### config.mk
export PLATFORM = sky130hd
export DESIGN_NAME = gt_guard_timer
export DESIGN_NICKNAME = d
export VERILOG_FILES = /design/src/logic/gt_pkg.sv /design/src/logic/gt_guard_timer.sv
export SDC_FILE = /design/constraint.sdc
export NUM_CORES = 1
export LEC_CHECK = 0
export BUFFER_PORTS_ARGS = -buffer_cell sky130_fd_sc_hd__buf_2
export CORE_AREA = 2 2 120 98
export DETAILED_ROUTE_END_ITERATION = 10
export DIE_AREA = 0 0 122 100
export PLACE_DENSITY = 0.62
export SYNTH_ARGS = -nofsm -noshare
export SYNTH_HDL_FRONTEND = slang
export SYNTH_SLANG_ARGS = --single-unit
### constraint.sdc
create_clock -name sys_clk -period 2.81 [get_ports sys_clk]
set_clock_uncertainty 0.15 [all_clocks]
set_input_delay 0.281 -clock sys_clk [delete_from_list [all_inputs] [get_ports sys_clk]]
set_output_delay 0.281 -clock sys_clk [all_outputs]
set_load 0.05 [all_outputs]
### src/logic/gt_pkg.sv
// constants and carrier types shared by the guard timer
package gt_pkg;
   localparam int ADDR_W = 5;
   localparam int DATA_W = 32;
   localparam int CNT_W = 24;

   // register byte offsets
   localparam logic [4:0] CTRL_OFS = 5'h00;
   localparam logic [4:0] RELOAD_OFS = 5'h04;
   localparam logic [4:0] FEED_OFS = 5'h08;
   localparam logic [4:0] COUNT_OFS = 5'h0c;
   localparam logic [4:0] STATUS_OFS = 5'h10;
   localparam logic [4:0] MASK_OFS = 5'h14;
   localparam logic [4:0] CLKSEL_OFS = 5'h18;
   localparam logic [4:0] RSTFLAG_OFS = 5'h1c;

   // field positions
   localparam int CTRL_EN_BIT = 0;
   localparam int CTRL_RSTMODE_BIT = 1;
   localparam int ST_TIMEOUT_BIT = 0;
   localparam int ST_BADFEED_BIT = 1;
   localparam int CLKSEL_EXT_BIT = 0;

   // reset values
   localparam logic [23:0] RELOAD_RST = 24'hffffff;
   localparam logic [23:0] COUNT_RST = 24'hffffff;
   localparam logic [1:0] MASK_RST = 2'h0;

   // feed sequence and counter floor
   localparam logic [7:0] FEED_FIRST = 8'haa;
   localparam logic [7:0] FEED_SECOND = 8'h55;
   localparam logic [23:0] MIN_LOAD = 24'h0000ff;

   // timing
   localparam int SYS_CLK_HZ = 40_000_000;
   localparam int DERIVED_TICK_HZ = 2_000_000;
   localparam int TICK_DIV = SYS_CLK_HZ / DERIVED_TICK_HZ;
   localparam logic [4:0] TICK_DIV_LAST = 5'(TICK_DIV - 1);
   localparam int PRESCALE = 4;
   localparam logic [1:0] PRESCALE_LAST = 2'(PRESCALE - 1);

   typedef struct packed {
      logic read;
      logic write;
      logic [ADDR_W-1:0] address;
      logic [DATA_W-1:0] writedata;
      logic [3:0] byteenable;
   } gt_av_req_t;

   typedef enum logic {FEED_IDLE, FEED_HALF} gt_feed_state_t;
endpackage

### src/logic/gt_guard_timer.sv
// guard timer: watchdog with Avalon-MM register slave
// Function
// reset system when reload misses the interval
// enable is set-only; cleared by reset/fire
// bad or incomplete feed triggers the response
// readable flag marks a watchdog-caused reset
// fixed divide-by-four prescaler before counter
// 24-bit counter decrements per tick, expires
// reload below 0xff loads 0xff instead
// interval 256*4 to 2^24*4 tick periods
// tick from derived 2 MHz or external
// mode picks system reset or interrupt
//
// Decided for this implementation: the Avalon-MM slave port and the placing of the registers.
`timescale 1ns/100ps
module gt_guard_timer (
   input wire logic sys_clk, // 40 MHz clock
   input wire logic rst_b, // synchronous reset, active low
   input wire logic porRst_b, // power-on reset, clears reset flag only
   input wire gt_pkg::gt_av_req_t avReq, // avalon request group
   output logic [31:0] avReadData, // avalon readdata
   output logic avWaitRequest, // avalon waitrequest
   input wire logic extClk, // external tick clock pin
   output logic sysResetReq, // one-cycle system reset request
   output logic irq // level interrupt
);

   logic ack_reg;
   logic [31:0] readData_reg;
   logic enable_reg;
   logic resetMode_reg;
   logic clkSelExt_reg;
   logic [23:0] reload_reg;
   logic [23:0] count_reg;
   logic [1:0] status_reg;
   logic [1:0] mask_reg;
   logic rstFlag_reg;
   logic sysResetReq_reg;
   logic [4:0] divCnt_reg;
   logic [1:0] preCnt_reg;
   logic extSync1_reg;
   logic extSync2_reg;
   logic extPrev_reg;
   gt_pkg::gt_feed_state_t feedState_reg;

   logic wrAcc;
   logic rdAcc;
   logic [31:0] beMask;
   logic [31:0] wrMerge;
   logic [31:0] wrBits;
   logic intTick;
   logic extTick;
   logic srcTick;
   logic preTick;
   logic fire;
   logic feedOk;
   logic badFeed;
   logic event_;
   logic enableSet;
   logic [23:0] loadVal;
   logic [23:0] ticksSinceLoad_reg;
   logic [23:0] loadedVal_reg;

   // bus: one wait cycle, then the access completes
   always_ff @(posedge sys_clk) begin
      if (!rst_b) begin
         ack_reg <= 1'b0;
      end else begin
         ack_reg <= (avReq.read | avReq.write) & ~ack_reg;
      end
   end

   assign avWaitRequest = (avReq.read | avReq.write) & ~ack_reg;
   assign wrAcc = avReq.write & ack_reg;
   assign rdAcc = avReq.read & ~ack_reg;

   always_comb begin
      for (int i = 0; i < 4; i++) begin
         beMask[i*8 +: 8] = {8{avReq.byteenable[i]}};
      end
   end

   assign wrBits = avReq.writedata & beMask;

   always_comb begin
      unique case (avReq.address)
         gt_pkg::RELOAD_OFS: wrMerge = ({8'h00, reload_reg} & ~beMask) | wrBits;
         default: wrMerge = wrBits;
      endcase
   end

   // read data registered in the wait cycle; unmapped reads return zero
   always_ff @(posedge sys_clk) begin
      if (!rst_b) begin
         readData_reg <= 32'h00000000;
      end else if (rdAcc) begin
         unique case (avReq.address)
            gt_pkg::CTRL_OFS: readData_reg <= {30'h0, resetMode_reg, enable_reg};
            gt_pkg::RELOAD_OFS: readData_reg <= {8'h00, reload_reg};
            gt_pkg::COUNT_OFS: readData_reg <= {8'h00, count_reg};
            gt_pkg::STATUS_OFS: readData_reg <= {30'h0, status_reg};
            gt_pkg::MASK_OFS: readData_reg <= {30'h0, mask_reg};
            gt_pkg::CLKSEL_OFS: readData_reg <= {31'h0, clkSelExt_reg};
            gt_pkg::RSTFLAG_OFS: readData_reg <= {31'h0, rstFlag_reg};
            default: readData_reg <= 32'h00000000;
         endcase
      end
   end

   assign avReadData = readData_reg;

   // configuration written by software
   always_ff @(posedge sys_clk) begin
      if (!rst_b) begin
         resetMode_reg <= 1'b1;
         clkSelExt_reg <= 1'b0;
         reload_reg <= gt_pkg::RELOAD_RST;
         mask_reg <= gt_pkg::MASK_RST;
      end else if (wrAcc) begin
         if (avReq.address == gt_pkg::CTRL_OFS && avReq.byteenable[0]) begin
            resetMode_reg <= avReq.writedata[gt_pkg::CTRL_RSTMODE_BIT];
         end
         if (avReq.address == gt_pkg::RELOAD_OFS) begin
            reload_reg <= wrMerge[23:0];
         end
         if (avReq.address == gt_pkg::MASK_OFS && avReq.byteenable[0]) begin
            mask_reg <= avReq.writedata[1:0];
         end
         if (avReq.address == gt_pkg::CLKSEL_OFS && avReq.byteenable[0]) begin
            clkSelExt_reg <= avReq.writedata[gt_pkg::CLKSEL_EXT_BIT];
         end
      end
   end

   // tick sources: derived 2 MHz enable or synchronised external edge
   always_ff @(posedge sys_clk) begin
      if (!rst_b) begin
         divCnt_reg <= 5'h00;
      end else if (divCnt_reg == gt_pkg::TICK_DIV_LAST) begin
         divCnt_reg <= 5'h00;
      end else begin
         divCnt_reg <= divCnt_reg + 5'h01;
      end
   end

   always_ff @(posedge sys_clk) begin
      if (!rst_b) begin
         extSync1_reg <= 1'b0;
         extSync2_reg <= 1'b0;
         extPrev_reg <= 1'b0;
      end else begin
         extSync1_reg <= extClk;
         extSync2_reg <= extSync1_reg;
         extPrev_reg <= extSync2_reg;
      end
   end

   assign intTick = (divCnt_reg == gt_pkg::TICK_DIV_LAST);
   assign extTick = extSync2_reg & ~extPrev_reg;
   // external clock must stay below 20 MHz to be seen edge by edge
   assign srcTick = clkSelExt_reg ? extTick : intTick;

   always_ff @(posedge sys_clk) begin
      if (!rst_b || !enable_reg) begin
         preCnt_reg <= 2'h0;
      end else if (srcTick) begin
         preCnt_reg <= preCnt_reg + 2'h1;
      end
   end

   assign preTick = enable_reg & srcTick & (preCnt_reg == gt_pkg::PRESCALE_LAST);

   // feed sequence checker
   always_ff @(posedge sys_clk) begin
      if (!rst_b) begin
         feedState_reg <= gt_pkg::FEED_IDLE;
      end else if (wrAcc) begin
         if (avReq.address == gt_pkg::FEED_OFS && feedState_reg == gt_pkg::FEED_IDLE
             && wrBits[7:0] == gt_pkg::FEED_FIRST) begin
            feedState_reg <= gt_pkg::FEED_HALF;
         end else begin
            feedState_reg <= gt_pkg::FEED_IDLE;
         end
      end
   end

   assign feedOk = wrAcc && avReq.address == gt_pkg::FEED_OFS
                   && feedState_reg == gt_pkg::FEED_HALF && wrBits[7:0] == gt_pkg::FEED_SECOND;
   // a wrong value, or any other register write between the two halves, is a bad feed
   assign badFeed = enable_reg && wrAcc && !feedOk
                    && ((avReq.address == gt_pkg::FEED_OFS && !(feedState_reg == gt_pkg::FEED_IDLE
                         && wrBits[7:0] == gt_pkg::FEED_FIRST))
                        || (avReq.address != gt_pkg::FEED_OFS && feedState_reg == gt_pkg::FEED_HALF));

   assign fire = preTick && count_reg == 24'h000000;
   assign event_ = fire | badFeed;
   assign enableSet = wrAcc && avReq.address == gt_pkg::CTRL_OFS && avReq.byteenable[0]
                      && avReq.writedata[gt_pkg::CTRL_EN_BIT];
   assign loadVal = (reload_reg < gt_pkg::MIN_LOAD) ? gt_pkg::MIN_LOAD : reload_reg;

   // enable: software can only set it; the firing event drops it
   always_ff @(posedge sys_clk) begin
      if (!rst_b) begin
         enable_reg <= 1'b0;
      end else if (event_) begin
         enable_reg <= 1'b0;
      end else if (enableSet) begin
         enable_reg <= 1'b1;
      end
   end

   // counter: loaded on enable and good feed, counts down on prescaled ticks
   always_ff @(posedge sys_clk) begin
      if (!rst_b) begin
         count_reg <= gt_pkg::COUNT_RST;
      end else if ((enableSet && !enable_reg) || (feedOk && enable_reg) || event_) begin
         count_reg <= loadVal;
      end else if (preTick && count_reg != 24'h000000) begin
         count_reg <= count_reg - 24'h000001;
      end
   end

   // sticky status, write one to clear; a new event wins over the clear
   always_ff @(posedge sys_clk) begin
      if (!rst_b) begin
         status_reg <= 2'h0;
      end else begin
         for (int i = 0; i < 2; i++) begin
            if ((i == gt_pkg::ST_TIMEOUT_BIT && fire) || (i == gt_pkg::ST_BADFEED_BIT && badFeed)) begin
               status_reg[i] <= 1'b1;
            end else if (wrAcc && avReq.address == gt_pkg::STATUS_OFS && wrBits[i]) begin
               status_reg[i] <= 1'b0;
            end
         end
      end
   end

   assign irq = |(status_reg & mask_reg);

   // reset request in reset mode; flag survives the system reset it causes
   always_ff @(posedge sys_clk) begin
      if (!rst_b) begin
         sysResetReq_reg <= 1'b0;
      end else begin
         sysResetReq_reg <= event_ & resetMode_reg;
      end
   end

   assign sysResetReq = sysResetReq_reg;

   always_ff @(posedge sys_clk) begin
      if (!porRst_b) begin
         rstFlag_reg <= 1'b0;
      end else if (rst_b && event_ && resetMode_reg) begin
         rstFlag_reg <= 1'b1;
      end else if (rst_b && wrAcc && avReq.address == gt_pkg::RSTFLAG_OFS && wrBits[0]) begin
         rstFlag_reg <= 1'b0;
      end
   end

   // checker helper: prescaled ticks seen since the counter was last loaded
   always_ff @(posedge sys_clk) begin
      if (!rst_b) begin
         ticksSinceLoad_reg <= 24'h000000;
         loadedVal_reg <= gt_pkg::COUNT_RST;
      end else if ((enableSet && !enable_reg) || (feedOk && enable_reg) || event_) begin
         ticksSinceLoad_reg <= 24'h000000;
         loadedVal_reg <= loadVal;
      end else if (preTick) begin
         ticksSinceLoad_reg <= ticksSinceLoad_reg + 24'h000001;
      end
   end

   // assertions
   chk_fire_resets: assert property (@(posedge sys_clk) disable iff (!rst_b)
      fire && resetMode_reg |=> sysResetReq ##1 !sysResetReq)
      else $error("timeout in reset mode did not pulse reset request");
   chk_enable_sticky: assert property (@(posedge sys_clk) disable iff (!rst_b)
      enable_reg && !$past(event_) |-> $past(enable_reg) || $past(enableSet))
      else $error("enable rose without a software set");
   chk_enable_drop: assert property (@(posedge sys_clk) disable iff (!rst_b)
      enable_reg && !event_ |=> enable_reg)
      else $error("enable cleared without reset or event");
   chk_badfeed_flag: assert property (@(posedge sys_clk) disable iff (!rst_b)
      badFeed |=> status_reg[gt_pkg::ST_BADFEED_BIT] && !enable_reg)
      else $error("bad feed not reported");
   chk_reset_flag: assert property (@(posedge sys_clk) disable iff (!rst_b)
      sysResetReq |-> rstFlag_reg)
      else $error("reset flag missing after watchdog reset");
   chk_prescale_four: assert property (@(posedge sys_clk) disable iff (!rst_b)
      preTick |-> preCnt_reg == 2'h3 && srcTick)
      else $error("prescaled tick not every fourth source tick");
   chk_count_down: assert property (@(posedge sys_clk) disable iff (!rst_b)
      preTick && count_reg != 24'h000000 && !feedOk && !badFeed |=> count_reg == $past(count_reg) - 24'h000001)
      else $error("counter did not decrement by one");
   chk_min_load: assert property (@(posedge sys_clk) disable iff (!rst_b)
      feedOk && enable_reg |=> count_reg >= 24'h0000ff)
      else $error("counter loaded below floor");
   chk_tick_source: assert property (@(posedge sys_clk) disable iff (!rst_b)
      !clkSelExt_reg && srcTick |-> divCnt_reg == 5'h13)
      else $error("derived tick not at divide-by-twenty");
   chk_irq_mode: assert property (@(posedge sys_clk) disable iff (!rst_b)
      event_ && !resetMode_reg |=> !sysResetReq)
      else $error("interrupt mode raised a system reset");
   chk_bus_answer: assert property (@(posedge sys_clk) disable iff (!rst_b)
      avReq.read && avWaitRequest |=> !avWaitRequest)
      else $error("bus answer later than one wait cycle");
   chk_reset_pulse: assert property (@(posedge sys_clk) disable iff (!rst_b)
      sysResetReq |=> !sysResetReq)
      else $error("reset request longer than one cycle");
   chk_status_hold: assert property (@(posedge sys_clk) disable iff (!rst_b)
      status_reg[gt_pkg::ST_TIMEOUT_BIT] && !(wrAcc && avReq.address == gt_pkg::STATUS_OFS && wrBits[0])
      |=> status_reg[gt_pkg::ST_TIMEOUT_BIT])
      else $error("timeout status lost without a clear");
   chk_flag_hold: assert property (@(posedge sys_clk) disable iff (!porRst_b)
      rstFlag_reg && !(wrAcc && avReq.address == gt_pkg::RSTFLAG_OFS && wrBits[0]) |=> rstFlag_reg)
      else $error("reset flag lost without a clear");
   chk_feed_reload: assert property (@(posedge sys_clk) disable iff (!rst_b)
      feedOk && enable_reg && reload_reg >= 24'h0000ff |=> count_reg == $past(reload_reg))
      else $error("good feed did not reload the counter");
   chk_enable_floor: assert property (@(posedge sys_clk) disable iff (!rst_b)
      enableSet && !enable_reg |=> count_reg >= 24'h0000ff)
      else $error("enable loaded counter below floor");
   chk_tick_period: assert property (@(posedge sys_clk) disable iff (!rst_b)
      intTick |-> ##20 intTick)
      else $error("derived tick period is not twenty cycles");
   chk_interval_end: assert property (@(posedge sys_clk) disable iff (!rst_b)
      fire |-> ticksSinceLoad_reg == loadedVal_reg)
      else $error("timeout before the loaded interval ran out");
   chk_interval_full: assert property (@(posedge sys_clk) disable iff (!rst_b)
      preTick && ticksSinceLoad_reg == loadedVal_reg |-> fire)
      else $error("no timeout when the loaded interval ran out");
   chk_bus_one_wait: assert property (@(posedge sys_clk) disable iff (!rst_b)
      (avReq.read || avReq.write) && !avWaitRequest |=> avWaitRequest || !(avReq.read || avReq.write))
      else $error("bus answered twice for one request");

   cov_timeout: cover property (@(posedge sys_clk) disable iff (!rst_b) fire && resetMode_reg);
   cov_good_feed: cover property (@(posedge sys_clk) disable iff (!rst_b) feedOk && enable_reg);
   cov_bad_feed: cover property (@(posedge sys_clk) disable iff (!rst_b) badFeed);
   cov_irq: cover property (@(posedge sys_clk) disable iff (!rst_b) irq && !resetMode_reg);
   cov_irq_timeout: cover property (@(posedge sys_clk) disable iff (!rst_b) fire && !resetMode_reg);

endmodule // gt_guard_timer

==> impl_metrics.csv <==
group,metric,value,unit
run_status,outcome,"finished clean",
final_layout,drive_gt1_share,17.9,%
worst_setup_path,end_kind,"register",
clock_network,worstSkewPairLatency,350,ps
sta,period_share,96.4,%
worst_setup_path,path_class,"register to register",
power,internal_power,2.01,mW
yosys,yosys_warnings,0,
power,netSwitchingFraction,25.8,%
routing,ant_nets,0,
final_layout,antenna-diode-count,0,
sta,maxSlewViolCount,0,
final_layout,area_growth,21.4,%
final_layout,nets,704,
clock_network,h-tree-depth,3,
yosys,synth_top_area_cell,"dfxtp_1",
yosys,synth_ff_type,"dfxtp_1",
yosys,avgSynthCellArea,8.17,um2
clock_network,clk_path_buf_depth,2,
clock_network,post-cts-setup-buffers,0,
worst_setup_path,r2r_slack,100,ps
yosys,synth_area_leaders,"dfxtp_1 40%, nand2_1 6.2%, o21ai_0 4.4%",
hold_path,hold_depth,3,
yosys,synthAdderAreaFrac,1.08,%
final_layout,multi_input_area,2570,um2
yosys,synth-simple-area-share,29.5,%
grt,grt_pass1_wl,21.5,mm
floorplanning,core-area,11200,um2
sta,rsz0062_at_grt,"false",
floorplanning,die_area,12200,um2
worst_setup_path,arrival,2790,ps
power,vdd_ir_drop_max,0.295,mV
routing,drt_iter0_drc,391,
place,port_buffers,64,
final_layout,layout_commonest_cell,"dfxtp_1",
sta,fin_tns_setup,0,ps
yosys,synth.distinct_cells,56,
floorplanning,die_h,100,um
grt,grt_pass1_vias,4015,
final_layout,layout_common_cells,"93 x dfxtp_1, 77 x nand2_1, 64 x buf_2",
place,dp_hpwl,9.66,mm
yosys,yosysSeqAreaShare,40.2,%
worst_setup_path,cp.required,2890,ps
final_layout,fin_area,5630,um2
final_layout,ff_latch_area,1860,um2
yosys,synth_edf_count,0,
place,gp_congestion,0.911,
yosys,synthArstFlopShare,0,%
yosys,synth_top_area_share,40.2,%
clock_network,cts_sinks,93,
sta,fmax,0.369,GHz
hold_path,min_path_type,"primary input to register",
routing,via_per_inst,5.56,
floorplanning,io_pins,82,
clock_network,clock-root-buffer,"clkbuf_16",
power,p_leak,2.31,nW
grt,grt.overflow.total,0,
grt,grt_max_degree,67,
grt,antenna_found_initial,0,
sta,finalCriticalPeriod,2710,ps
grt,track_usage,22.6,%
power,power_density,482,nW/um2
sta,hold_viol_final,0,
worst_setup_path,critPathMaxFanout,7,
power,switchingPower,0.701,mW
floorplanning,num_rows,35,
yosys,synth_compound_area_share,17.5,%
power,clock_power_share,43.7,%
yosys,synthMuxAreaShare,3.70,%
yosys,synth-xor-area-share,3.02,%
routing,drcViolationCount,0,
clock_network,cts_tree,"done",
routing,routed_wl,13.3,mm
floorplanning,die_w,122,um
yosys,synth_top_family_by_area,"simple AND/OR/NAND/NOR gates",
sta,setup_viol,0,
yosys,ys_seq_elements,93,
clock_network,path_clk_slew,70,ps
clock_network,numCtsBuffers,9,
yosys,syn_inst,567,
worst_setup_path,start_kind,"register",
power,p_comb_share,7.1,%
sta,max_slew_margin,58.4,%
worst_setup_path,reg2reg_depth,7,
yosys,synth_area,4630,um2
floorplanning,start_util,41.5,%
flow_run,max-cap-violations,0,
power,sequentialPowerShare,49.2,%
routing,drtPass1Iterations,6,
sta,worst_slew_pin_slew,625,ps
routing,wl_per_cell,16.6,um
routing,via_count,4483,
final_layout,nFillCells,1077,
place,placed_area,5220,um2
[routing by layer]
layer | vias up | global-route usage (%) | wire length [um]
met5 | - | 0 | 0
met3 | 19 | 4.03 | 1160
met2 | 185 | 31.0 | 5340
li1 | 2214 | - | -
met4 | 0 | 7.16 | 257
met1 | 2065 | 35.2 | 6590
[repair_timing]
item                                   4_1_cts  5_1_grt
hold buffers                                12        0
endpoints found under the hold margin       12        0
resized for setup                            0        1
setup endpoints to repair                    0        1
[worst max-delay path, cell delays in order (launching register included)]
cell and delay [ps]:
dfxtp_1 350, or4_1 590, or3_4 400, nor3_4 210
nor3_2 60, buf_4 170, or3_1 330, a221o_1 330
[cell families after synthesis]
group           count (synthesis)
simple gates                  262
xor+xnor                       16
mux                            17
compound gates                123
fa+ha+maj                       4
flops                          93
other cells                     1
buf+inv                        51
[path summary, 6_finish.rpt]
check                                                 from                   endpoint
worst min-delay path                             avReq[19]                   register
worst max register to register  count_reg[18]$_SDFFE_PN1P_  count_reg[2]$_SDFFE_PN1P_
worst max-delay path            count_reg[18]$_SDFFE_PN1P_  count_reg[2]$_SDFFE_PN1P_
worst min register to register    divCnt_reg[0]$_SDFF_PP0_   divCnt_reg[0]$_SDFF_PP0_
[cell type report]
| class | count | share of cell area [%] |
|---|---|---|
| multi-input combinational | 430 | 45.7 |
| sequential | 93 | 33.1 |
| clock buffer | 9 | 4.00 |
| tap | 148 | 3.29 |
| inverter | 11 | 0.734 |
| clock inverter | 7 | 1.07 |
| timing repair buffer | 108 | 12.1 |
[power by group through the flow]
stage | logic (mW) | clock network [mW] | registers, mW
after floorplan | 0.109 | 0 | 1.37
after global placement | 0.175 | 0 | 1.36
after detailed placement | 0.178 | 0 | 1.36
after CTS | 0.191 | 1.20 | 1.33
after global routing | 0.208 | 1.26 | 1.33
final | 0.194 | 1.19 | 1.33
[synthesized netlist by cell type (4+ instances only)]
cell type  instances
dfxtp_1           93
nand2_1           77
o21ai_0           41
nor2_1            39
nand3_1           29
and2_1            28
clkbuf_1          28
a22oi_1           25
nor3_1            19
mux2i_1           16
a21oi_1           15
nor4_1            14
inv_1             11
nand4_1           11
xnor2_1            9
buf_4              8
xor2_1             7
o211ai_1           6
or3_1              6
a31oi_1            5
or4_1              5
a221o_1            4
a2bb2oi_1          4
and3_1             4
ha_1               4
nor4bb_1           4
[stage by stage]
| step | setup WS [ps] | hold WS, ps | power, mW | instances | util, % |
|---|---|---|---|---|---|
| after detailed placement | 127 | 288 | 1.54 | 778 | 46.7 |
| after CTS | 116 | 2.51 | 2.73 | 806 | 50.4 |
| final | 102 | 11.2 | 2.71 | 806 | 50.4 |
| after global routing | 5.77 | 19.5 | 2.80 | 806 | 50.4 |
| after floorplan | 224 | 248 | 1.48 | 574 | - |
| after global placement | 159 | 280 | 1.54 | 778 | 46.7 |
Note: power is estimated with default switching activity, not from simulation.
